## src/pkg/hpio_pkg.sv

```systemverilog
package hpio_pkg;
	// Register byte addresses
	localparam logic [7:0] ADR_CONFIG  = 8'h00;
	localparam logic [7:0] ADR_PA_DIR  = 8'h04;
	localparam logic [7:0] ADR_PA_OUT  = 8'h08;
	localparam logic [7:0] ADR_PA_IN   = 8'h0C;
	localparam logic [7:0] ADR_PB_DIR  = 8'h10;
	localparam logic [7:0] ADR_PB_OUT  = 8'h14;
	localparam logic [7:0] ADR_PB_IN   = 8'h18;
	localparam logic [7:0] ADR_PC_DIR  = 8'h1C;
	localparam logic [7:0] ADR_PC_DATA = 8'h20;
	localparam logic [7:0] ADR_STATUS  = 8'h24;
	// Configuration fields
	localparam int CFG_MODE    = 0;
	localparam int CFG_PB_PORT = 1;
	localparam int CFG_PC_PORT = 2;
	localparam int CFG_DMA     = 3;
	localparam int CFG_EDGE1   = 4;
	localparam int CFG_EDGE2   = 5;
	localparam int CFG_W       = 6;
	// Port C data fields
	localparam int PC_IRQ2_BIT = 7;
	localparam int PC_IRQ1_BIT = 6;
	localparam int PC_IO_W     = 6;
	// Status fields
	localparam int ST_LAT1 = 0;
	localparam int ST_LAT2 = 1;
	// Reset values
	localparam logic [CFG_W-1:0] CONFIG_RST = 6'h00;
	localparam logic [7:0]       DIR_RST    = 8'h00;
	localparam logic [7:0]       OUT_RST    = 8'h00;
	// Synchroniser depth
	localparam int SYNC_STAGES = 2;
endpackage

```

## src/design/hpio_sync.sv

```systemverilog
`timescale 1ns/10ps
module hpio_sync #(
	parameter int W = 1
) (
	// Clock and reset
	input  wire logic         clk,
	input  wire logic         rst,
	// Data
	input  wire logic [W-1:0] async_in,
	input  wire logic [W-1:0] rst_val,
	output logic      [W-1:0] sync_out
);
	logic [W-1:0] meta_q;
	logic [W-1:0] meta_d;
	logic [W-1:0] sync_d;

	always_comb begin
		meta_d = async_in;
		sync_d = meta_q;
	end

	// Reset to all ones: every synced pin is idle high or don't care
	always_ff @(posedge clk or posedge rst) begin
		if (rst) begin
			meta_q   <= '1;
			sync_out <= '1;
		end else begin
			meta_q   <= meta_d;
			sync_out <= sync_d;
		end
	end
endmodule

```

## src/design/hpio_port.sv

```systemverilog
`timescale 1ns/10ps
module hpio_port #(
	parameter int W = 8
) (
	// Clock and reset
	input  wire logic         clk,
	input  wire logic         rst,
	// Port function
	input  wire logic         alt_sel,
	input  wire logic [W-1:0] dir,
	input  wire logic [W-1:0] dout,
	// Alternate function
	input  wire logic [W-1:0] alt_out,
	input  wire logic [W-1:0] alt_oe,
	// Pin drive
	output logic      [W-1:0] pin_o,
	output logic      [W-1:0] pin_oe
);
	logic [W-1:0] pin_o_d;
	logic [W-1:0] pin_oe_d;

	// Each line picks its own direction in port function
	for (genvar i = 0; i < W; i++) begin : g_bit
		always_comb begin
			pin_o_d[i]  = alt_sel ? alt_out[i] : dout[i];
			pin_oe_d[i] = alt_sel ? alt_oe[i] : dir[i];
		end
	end

	always_ff @(posedge clk or posedge rst) begin
		if (rst) begin
			pin_o  <= '0;
			pin_oe <= '0;
		end else begin
			pin_o  <= pin_o_d;
			pin_oe <= pin_oe_d;
		end
	end
endmodule

```

## src/design/hpio_top.sv

```systemverilog
`timescale 1ns/10ps
// Notes on behaviour
// - Emulation mode: port A pins carry host data bytes; otherwise plain port A.
// - Emulation mode: driver disable low while the host reads.
// - Host gives a three-bit address choosing the emulated register.
// - Emulation mode: host interrupt high while emulation interrupt pending.
// - Emulation mode with DMA: transmit ready low when holding register empty.
// - Emulation mode with DMA: receive ready low when a byte waits.
// - Mode 0: host control pins serve serial channel B signals instead.
// - Mode 0: each port A line individually input or output.
// - Port B: per-line direction in port function, else serial signals.
// - Port C bits five to zero individually input or output.
// - Port C bits seven, six read external interrupt two, one levels.
// - Edge capture: writing 1 to bit seven or six clears latch unless a falling edge sets it in the same cycle.
// - Configuration bit picks port C or serial A handshake on bits five-zero.
module hpio_top (
	// Clock and reset
	input  wire logic        clk,
	input  wire logic        rst,
	// Wishbone slave
	input  wire logic        wb_cyc_i,
	input  wire logic        wb_stb_i,
	input  wire logic        wb_we_i,
	input  wire logic [7:0]  wb_adr_i,
	input  wire logic [3:0]  wb_sel_i,
	input  wire logic [31:0] wb_dat_i,
	output logic      [31:0] wb_dat_o,
	output logic             wb_ack_o,
	// Host control pins, shared with serial B
	input  wire logic [2:0]  host_reg_address,
	input  wire logic        host_select_n,
	input  wire logic        host_write_n,
	input  wire logic        host_read_n,
	output logic             host_driver_disable_n,
	output logic             host_irq,
	output logic             host_tx_ready_n,
	output logic             host_rx_ready_n,
	// Port A pins, host_data_bus in emulation mode
	input  wire logic [7:0]  port_a_pins_i,
	output logic      [7:0]  port_a_pins_o,
	output logic      [7:0]  port_a_pins_oe,
	// Port B pins
	input  wire logic [7:0]  port_b_pins_i,
	output logic      [7:0]  port_b_pins_o,
	output logic      [7:0]  port_b_pins_oe,
	// Port C pins, bits five to zero
	input  wire logic [5:0]  port_c_pins_i,
	output logic      [5:0]  port_c_pins_o,
	output logic      [5:0]  port_c_pins_oe,
	// External interrupt pins
	input  wire logic        ext_irq_two_n,
	input  wire logic        ext_irq_one_n,
	// Emulation core side
	input  wire logic [7:0]  emu_rdata,
	input  wire logic        emu_irq_pending,
	input  wire logic        emu_thr_empty,
	input  wire logic        emu_rx_ready,
	output logic             emu_wr_strobe,
	output logic             emu_rd_strobe,
	output logic      [2:0]  emu_addr,
	output logic      [7:0]  emu_wdata,
	output logic             uart_emulation,
	// Serial B side
	input  wire logic        serial_b_tx_data,
	input  wire logic        serial_b_dtr_req_n,
	input  wire logic        serial_b_wait_request_n,
	input  wire logic        serial_b_rts_n,
	output logic             serial_b_rx_data,
	output logic             serial_b_sync_n,
	output logic             serial_b_clear_to_send_n,
	output logic             serial_b_carrier_detect_n,
	output logic             serial_b_trx_clk_n,
	output logic             serial_b_rtx_clk_n,
	// Port B alternate serial functions
	input  wire logic [7:0]  alt_b_out,
	input  wire logic [7:0]  alt_b_oe,
	output logic      [7:0]  alt_b_in,
	// Serial A handshake on port C
	input  wire logic [5:0]  serial_a_hs_out,
	input  wire logic [5:0]  serial_a_hs_oe,
	output logic      [5:0]  serial_a_hs_in
);
	localparam int SW = 30;

	logic [SW-1:0] sync_s;
	logic          irq2_s;
	logic          irq1_s;
	logic          cs_s;
	logic          rd_s;
	logic          wr_s;
	logic [2:0]    addr_s;
	logic [7:0]    pa_s;
	logic [7:0]    pb_s;
	logic [5:0]    pc_s;

	hpio_sync #(.W(SW)) u_sync (
		.clk      (clk),
		.rst      (rst),
		.async_in ({ext_irq_two_n, ext_irq_one_n, host_select_n, host_read_n, host_write_n,
		            host_reg_address, port_a_pins_i, port_b_pins_i, port_c_pins_i}),
		.rst_val  ({SW{1'b1}}),
		.sync_out (sync_s)
	);

	always_comb begin
		{irq2_s, irq1_s, cs_s, rd_s, wr_s, addr_s, pa_s, pb_s, pc_s} = sync_s;
	end

	// Register state
	logic [hpio_pkg::CFG_W-1:0] cfg_q, cfg_d;
	logic [7:0]  pa_dir_q, pa_dir_d, pa_out_q, pa_out_d;
	logic [7:0]  pb_dir_q, pb_dir_d, pb_out_q, pb_out_d;
	logic [5:0]  pc_dir_q, pc_dir_d, pc_out_q, pc_out_d;
	logic        lat1_q, lat1_d, lat2_q, lat2_d;
	logic        irq1_prev_q, irq2_prev_q;
	logic        ack_d;
	logic [31:0] rdat_d;
	logic        bus_req, bus_wr;
	logic        set1, set2, clr1, clr2;
	logic        mode;

	always_comb begin
		mode    = cfg_q[hpio_pkg::CFG_MODE];
		bus_req = wb_cyc_i && wb_stb_i && !wb_ack_o;
		bus_wr  = bus_req && wb_we_i && wb_sel_i[0];
	end

	always_comb begin
		cfg_d    = cfg_q;
		pa_dir_d = pa_dir_q;
		pa_out_d = pa_out_q;
		pb_dir_d = pb_dir_q;
		pb_out_d = pb_out_q;
		pc_dir_d = pc_dir_q;
		pc_out_d = pc_out_q;
		ack_d    = bus_req;
		rdat_d   = '0;
		clr1     = 1'b0;
		clr2     = 1'b0;
		if (bus_wr) begin
			unique case (wb_adr_i)
				hpio_pkg::ADR_CONFIG:  cfg_d    = wb_dat_i[hpio_pkg::CFG_W-1:0];
				hpio_pkg::ADR_PA_DIR:  pa_dir_d = wb_dat_i[7:0];
				hpio_pkg::ADR_PA_OUT:  pa_out_d = wb_dat_i[7:0];
				hpio_pkg::ADR_PB_DIR:  pb_dir_d = wb_dat_i[7:0];
				hpio_pkg::ADR_PB_OUT:  pb_out_d = wb_dat_i[7:0];
				hpio_pkg::ADR_PC_DIR:  pc_dir_d = wb_dat_i[5:0];
				hpio_pkg::ADR_PC_DATA: begin
					pc_out_d = wb_dat_i[5:0];
					clr2     = wb_dat_i[hpio_pkg::PC_IRQ2_BIT];
					clr1     = wb_dat_i[hpio_pkg::PC_IRQ1_BIT];
				end
				default: ;
			endcase
		end
		if (bus_req && !wb_we_i) begin
			unique case (wb_adr_i)
				hpio_pkg::ADR_CONFIG:  rdat_d[hpio_pkg::CFG_W-1:0] = cfg_q;
				hpio_pkg::ADR_PA_DIR:  rdat_d[7:0] = pa_dir_q;
				hpio_pkg::ADR_PA_OUT:  rdat_d[7:0] = pa_out_q;
				hpio_pkg::ADR_PA_IN:   rdat_d[7:0] = pa_s;
				hpio_pkg::ADR_PB_DIR:  rdat_d[7:0] = pb_dir_q;
				hpio_pkg::ADR_PB_OUT:  rdat_d[7:0] = pb_out_q;
				hpio_pkg::ADR_PB_IN:   rdat_d[7:0] = pb_s;
				hpio_pkg::ADR_PC_DIR:  rdat_d[5:0] = pc_dir_q;
				hpio_pkg::ADR_PC_DATA: rdat_d[7:0] = {irq2_s, irq1_s, pc_s};
				hpio_pkg::ADR_STATUS:  rdat_d[1:0] = {lat2_q, lat1_q};
				default: ;
			endcase
		end
		// Falling edge sets the capture latch; a set beats a clear
		set1   = cfg_q[hpio_pkg::CFG_EDGE1] && irq1_prev_q && !irq1_s;
		set2   = cfg_q[hpio_pkg::CFG_EDGE2] && irq2_prev_q && !irq2_s;
		lat1_d = set1 || (lat1_q && !clr1);
		lat2_d = set2 || (lat2_q && !clr2);
	end

	always_ff @(posedge clk or posedge rst) begin
		if (rst) begin
			cfg_q       <= hpio_pkg::CONFIG_RST;
			pa_dir_q    <= hpio_pkg::DIR_RST;
			pa_out_q    <= hpio_pkg::OUT_RST;
			pb_dir_q    <= hpio_pkg::DIR_RST;
			pb_out_q    <= hpio_pkg::OUT_RST;
			pc_dir_q    <= hpio_pkg::DIR_RST[5:0];
			pc_out_q    <= hpio_pkg::OUT_RST[5:0];
			lat1_q      <= 1'b0;
			lat2_q      <= 1'b0;
			irq1_prev_q <= 1'b1;
			irq2_prev_q <= 1'b1;
			wb_ack_o    <= 1'b0;
			wb_dat_o    <= '0;
		end else begin
			cfg_q       <= cfg_d;
			pa_dir_q    <= pa_dir_d;
			pa_out_q    <= pa_out_d;
			pb_dir_q    <= pb_dir_d;
			pb_out_q    <= pb_out_d;
			pc_dir_q    <= pc_dir_d;
			pc_out_q    <= pc_out_d;
			lat1_q      <= lat1_d;
			lat2_q      <= lat2_d;
			irq1_prev_q <= irq1_s;
			irq2_prev_q <= irq2_s;
			wb_ack_o    <= ack_d;
			wb_dat_o    <= rdat_d;
		end
	end

	// Host access and pin sharing
	logic       rd_act, wr_act, rd_prev_q, wr_prev_q;
	logic       wr_stb_d, rd_stb_d;
	logic [2:0] addr_d;
	logic [7:0] wdata_d;
	logic       dd_d, hirq_d, txr_d, rxr_d;
	logic       sb_rx_d, sb_sync_d, sb_cts_d, sb_dcd_d, sb_trx_d, sb_rtx_d;
	logic       dma;

	always_comb begin
		dma      = cfg_q[hpio_pkg::CFG_DMA];
		rd_act   = mode && !cs_s && !rd_s;
		wr_act   = mode && !cs_s && !wr_s;
		wr_stb_d = wr_prev_q && !wr_act;
		rd_stb_d = rd_act && !rd_prev_q;
		addr_d   = (wr_act || rd_act) ? addr_s : emu_addr;
		wdata_d  = wr_act ? pa_s : emu_wdata;
		dd_d     = mode ? !rd_act : serial_b_tx_data;
		hirq_d   = mode ? emu_irq_pending : serial_b_dtr_req_n;
		txr_d    = mode ? !(dma && emu_thr_empty) : serial_b_wait_request_n;
		rxr_d    = mode ? !(dma && emu_rx_ready) : serial_b_rts_n;
		// Serial B inputs idle high while the host owns the pins
		sb_sync_d = mode || cs_s;
		sb_cts_d  = mode || wr_s;
		sb_dcd_d  = mode || rd_s;
		sb_trx_d  = mode || addr_s[0];
		sb_rx_d   = mode || addr_s[1];
		sb_rtx_d  = mode || addr_s[2];
	end

	always_ff @(posedge clk or posedge rst) begin
		if (rst) begin
			rd_prev_q                 <= 1'b0;
			wr_prev_q                 <= 1'b0;
			emu_wr_strobe             <= 1'b0;
			emu_rd_strobe             <= 1'b0;
			emu_addr                  <= '0;
			emu_wdata                 <= '0;
			host_driver_disable_n     <= 1'b1;
			host_irq                  <= 1'b0;
			host_tx_ready_n           <= 1'b1;
			host_rx_ready_n           <= 1'b1;
			serial_b_rx_data          <= 1'b1;
			serial_b_sync_n           <= 1'b1;
			serial_b_clear_to_send_n  <= 1'b1;
			serial_b_carrier_detect_n <= 1'b1;
			serial_b_trx_clk_n        <= 1'b1;
			serial_b_rtx_clk_n        <= 1'b1;
			uart_emulation            <= 1'b0;
		end else begin
			rd_prev_q                 <= rd_act;
			wr_prev_q                 <= wr_act;
			emu_wr_strobe             <= wr_stb_d;
			emu_rd_strobe             <= rd_stb_d;
			emu_addr                  <= addr_d;
			emu_wdata                 <= wdata_d;
			host_driver_disable_n     <= dd_d;
			host_irq                  <= hirq_d;
			host_tx_ready_n           <= txr_d;
			host_rx_ready_n           <= rxr_d;
			serial_b_rx_data          <= sb_rx_d;
			serial_b_sync_n           <= sb_sync_d;
			serial_b_clear_to_send_n  <= sb_cts_d;
			serial_b_carrier_detect_n <= sb_dcd_d;
			serial_b_trx_clk_n        <= sb_trx_d;
			serial_b_rtx_clk_n        <= sb_rtx_d;
			uart_emulation            <= mode;
		end
	end

	always_comb begin
		alt_b_in       = pb_s;
		serial_a_hs_in = pc_s;
	end

	// Port A: host data while emulating, else per-line port
	hpio_port #(.W(8)) u_port_a (
		.clk     (clk),
		.rst     (rst),
		.alt_sel (mode),
		.dir     (pa_dir_q),
		.dout    (pa_out_q),
		.alt_out (emu_rdata),
		.alt_oe  ({8{rd_act}}),
		.pin_o   (port_a_pins_o),
		.pin_oe  (port_a_pins_oe)
	);

	hpio_port #(.W(8)) u_port_b (
		.clk     (clk),
		.rst     (rst),
		.alt_sel (!cfg_q[hpio_pkg::CFG_PB_PORT]),
		.dir     (pb_dir_q),
		.dout    (pb_out_q),
		.alt_out (alt_b_out),
		.alt_oe  (alt_b_oe),
		.pin_o   (port_b_pins_o),
		.pin_oe  (port_b_pins_oe)
	);

	hpio_port #(.W(hpio_pkg::PC_IO_W)) u_port_c (
		.clk     (clk),
		.rst     (rst),
		.alt_sel (!cfg_q[hpio_pkg::CFG_PC_PORT]),
		.dir     (pc_dir_q),
		.dout    (pc_out_q),
		.alt_out (serial_a_hs_out),
		.alt_oe  (serial_a_hs_oe),
		.pin_o   (port_c_pins_o),
		.pin_oe  (port_c_pins_oe)
	);
endmodule

```

## config.mk

```make
export PLATFORM = sky130hd
export DESIGN_NAME = hpio_top
export DESIGN_NICKNAME = d
export VERILOG_FILES = /design/src/pkg/hpio_pkg.sv /design/src/design/hpio_sync.sv /design/src/design/hpio_port.sv /design/src/design/hpio_top.sv
export SDC_FILE = /design/constraint.sdc
export NUM_CORES = 1
export LEC_CHECK = 0
export BUFFER_PORTS_ARGS = -buffer_cell sky130_fd_sc_hd__buf_2
export CAP_MARGIN = 5
export CORE_MARGIN = 2
export CORE_UTILIZATION = 34
export DETAILED_ROUTE_END_ITERATION = 16
export PLACE_DENSITY = 0.54
export SLEW_MARGIN = 30
export SYNTH_ARGS = -nofsm -noshare
export SYNTH_HDL_FRONTEND = slang
export SYNTH_HIERARCHICAL = 1
export SYNTH_SLANG_ARGS = --single-unit
```

## constraint.sdc

```tcl
create_clock -name clk -period 3.16 [get_ports clk]
set_clock_uncertainty 0.1 [all_clocks]
set_input_delay 0.316 -clock clk [delete_from_list [all_inputs] [get_ports clk]]
set_output_delay 0.316 -clock clk [all_outputs]
set_load 0.05 [all_outputs]
```

==> key figures <==
Run status
  – Status: finished clean

CTS
  – Clk_lat worst skew: around 0.43 ns
  – Clock Pin Slew Worst Setup and Hold Paths: 0.07 ns
  – CTS tree: done
  – Htree depth: 4
  – Sink Count: roughly 190
  – CTS root buffer: clkbuf_16
  – Setup Buffers After CTS: 0
  – CTS Buf Count: 17
  – Clk buf depth: 2

Synth
  – Post-Synthesis Cells: 497
  – Synth warnings: 6
  – Cell Area, Synth: 0.00764 mm^2
  – Avg Cell Area, Syn: 15.4 um^2

Pwr
  – Pwr dens: about 540 mW/mm^2
  – Peak VDD IR: approximately 0.34 mV
  – P_leak: approximately 4.9 nW

STA
  – Setup TNS: 0 ns
  – Crit share post-route: 0.710
  – Hold Vio Cnt, Final: 0
  – Post-layout min period: roughly 2.2 ns
  – Worst Slack Setup Final: about 0.92 ns
  – Worst rel slew slack: 0.398
  – Peak Freq: ~450 MHz
  – Final setup vio count: 0
  – Final Max Slew Viols: 0
  – Worst-Margin Slew: ~0.9 ns
  – RSZ-0062 raised after global routing: false

Route
  – # DRC: 0
  – Drt first pass iters: 5
  – Routed via count: about 4,900
  – WL per Instance: 18.7 um
  – ANT nets after route: 0
  – Final Routed Wirelength: approximately 19,000 um
  – Initial DRC Count: roughly 260
  – Drt via density: between 4 and 5

Place
  – GP Congestion: 0.903
  – HPWL after DPL: roughly 14,000 um
  – PortBufs: about 190
  – Post-place setup slack: 0.614 ns

Global routing
  – Routing usage on met3: 0.0406
  – Initial antenna violation count: 0
  – Vias in the first global route: approximately 5,000
  – Total gr overflow: 0
  – Largest net degree at the start of global routing: 87
  – Overall Global Routing Usage: 0.168
  – GRT met1 Usage: 0.226
  – Met2 usage: 0.271
  – First-pass GRT wire length: 29,800 um
  – GRT busiest layer: met2

Setup path
  – CP delay by family, top: simple AND/OR/NAND/NOR gates
  – Reg2reg start: wb_ack_o$_DFF_PP0_
  – Startpoint Class: flip-flop
  – Max FO, Critical Path: 8
  – Worst EP arrival: 2.46 ns
  – Worst setup EP type: flip-flop
  – CP cell instances: nand3b_1 -> inv_1 -> nand3_2 -> nor3_4 -> mux2_2
  – Critical path type: reg2reg
  – Buf/Inv on CP: 1
  – R2R Setup Slk: a little over 0.9 ns
  – CP Data Required Time: between 3 and 4 ns
  – Critical Path Max Stage Delay: roughly 0.55 ns
  – CP max-delay cell: nor3_4
  – R2R Path End: pb_out_q[6]$_DFFE_PP0P_
  – Reg2reg path depth: 5

Flow run
  – Max-cap check violation count: 0

Cells and area
  – ANT cells: 0
  – Final nets: just under 900
  – Area grow syn2layout: 30.0%
  – # fillers: around 2,000
  – Share of layout cells above drive strength 1: 0.562

Die
  – Core area: approximately 0.022 mm^2
  – Die width: between 150 and 200 um
  – I/O pins: 237
  – Die height: about 150 um
  – Rows: 54
  – Initial cell density of the core: 0.348
  – Die Area: 0.0237 mm^2

Min path
  – Hold endpoint: u_port_b/pin_oe[7]$_DFF_PP0_
  – Cells on Worst Hold Path: 2
  – Hold Path Origin: alt_b_oe[7]
  – Worst Hold Class: in2reg
per-layer routing:
layer | vias up | share of wire
li1 | 2232 | -
met4 | 0 | 0.013
met2 | 180 | 0.48
met5 | - | 0
met3 | 22 | 0.054
met1 | 2468 | 0.45
state kept, by name, summed over array words and instances (netlist names), 3 cells and up:
| name | flops |
|---|---|
| cfg_q | 6 |
| emu_addr | 3 |
| emu_wdata | 8 |
| pa_dir_q | 8 |
| pa_out_q | 8 |
| pb_dir_q | 8 |
| pb_out_q | 8 |
| pc_dir_q | 6 |
| pc_out_q | 6 |
| u_port_a/pin_o | 8 |
| u_port_a/pin_oe | 8 |
| u_port_b/pin_o | 8 |
| u_port_b/pin_oe | 8 |
| u_port_c/pin_o | 6 |
| u_port_c/pin_oe | 6 |
| u_sync/meta_q | 30 |
| u_sync/sync_out | 30 |
| wb_dat_o | 8 |
repair_timing:
action / in CTS / in global routing
hold buffers: 58 / 0
setup endpoints to repair: 0 / 0
hold endpoints to repair: 98 / 0
gates resized for setup: 0 / 0
metrics by stage:
| stage | std cells | cell area (um^2) | hold WS, ns | power (W) | util |
|---|---|---|---|---|---|
| 2_1_floorplan | 520 | 7730 | 0.0807 | 0.00302 | - |
| 3_3_place_gp | 950 | 8760 | 0.246 | 0.00316 | 0.399 |
| 3_5_place_dp | 950 | 8760 | 0.247 | 0.00317 | 0.399 |
| 4_1_cts | 1040 | 9930 | 0.00113 | 0.00542 | 0.452 |
| 5_1_grt | 1040 | 9930 | 0.00559 | 0.00556 | 0.452 |
| 6_report | 1040 | 9930 | 0.0197 | 0.00535 | 0.452 |
worst reg2reg max path: cells and delay by family (launching register included):
family	cells	cell delay, ns
buffers and inverters	1	0.14
and+or+nand+nor	3	1.10
muxes	1	0.40
DFF	1	0.39
where the power goes:
| group | internal, W | leakage (nW) | switching [W] |
|---|---|---|---|
| clock network | 0.00118 | 0.298 | 0.000988 |
| logic | 0.000177 | 2.19 | 0.000381 |
| registers | 0.00258 | 2.38 | 0.0000346 |
| total | 0.00394 | 4.87 | 0.00140 |
worst max path at each step:
stage / from / end / slack [ns] / cells past startpoint
final: wb_ack_o$_DFF_PP0_ / pb_out_q[6]$_DFFE_PP0P_ / 0.92 / 5
after detailed placement: wb_adr_i[3] / pc_out_q[5]$_DFFE_PP0P_ / 0.61 / 4
after CTS: wb_ack_o$_DFF_PP0_ / pb_out_q[6]$_DFFE_PP0P_ / 0.89 / 5
after global routing: wb_ack_o$_DFF_PP0_ / pb_out_q[6]$_DFFE_PP0P_ / 0.75 / 5
after global placement: wb_adr_i[1] / pc_out_q[2]$_DFFE_PP0P_ / 0.66 / 4
after floorplan: rst / cfg_q[0]$_DFFE_PP0P_ / 0.46 / 1
area by class of cell:
type	instances	area, um^2	share of cell area
multi-input cells	273	2450	0.247
clock inverters	13	131	0.0132
repair buffers	252	1570	0.158
flip-flops and latches	193	4920	0.495
clock buffers	19	464	0.0467
well taps	280	350	0.0353
inverters	10	42.5	0.00428
cell usage in the layout (no fill, tap or decap), types with 3 or more instances in the layout:
master and n:
buf_2 185, dfrtp_1 122, mux2_2 82, dfstp_2 71, dlygate4sd3_1 58, mux2_4 30, conb_1 24, clkbuf_16 18
nor2_1 16, nand2_1 11, mux2i_1 10, a31oi_1 9, inv_6 9, buf_4 9, inv_1 8, nor3_1 7
o21ai_0 7, or2_2 6, nand3b_1 5, nor3_4 5, nor4b_1 5, a21oi_1 5, a32oi_1 4, or3_1 4
or4b_1 3, a22oi_1 3, nor2b_1 3
Power figures use the tool's default switching activity.
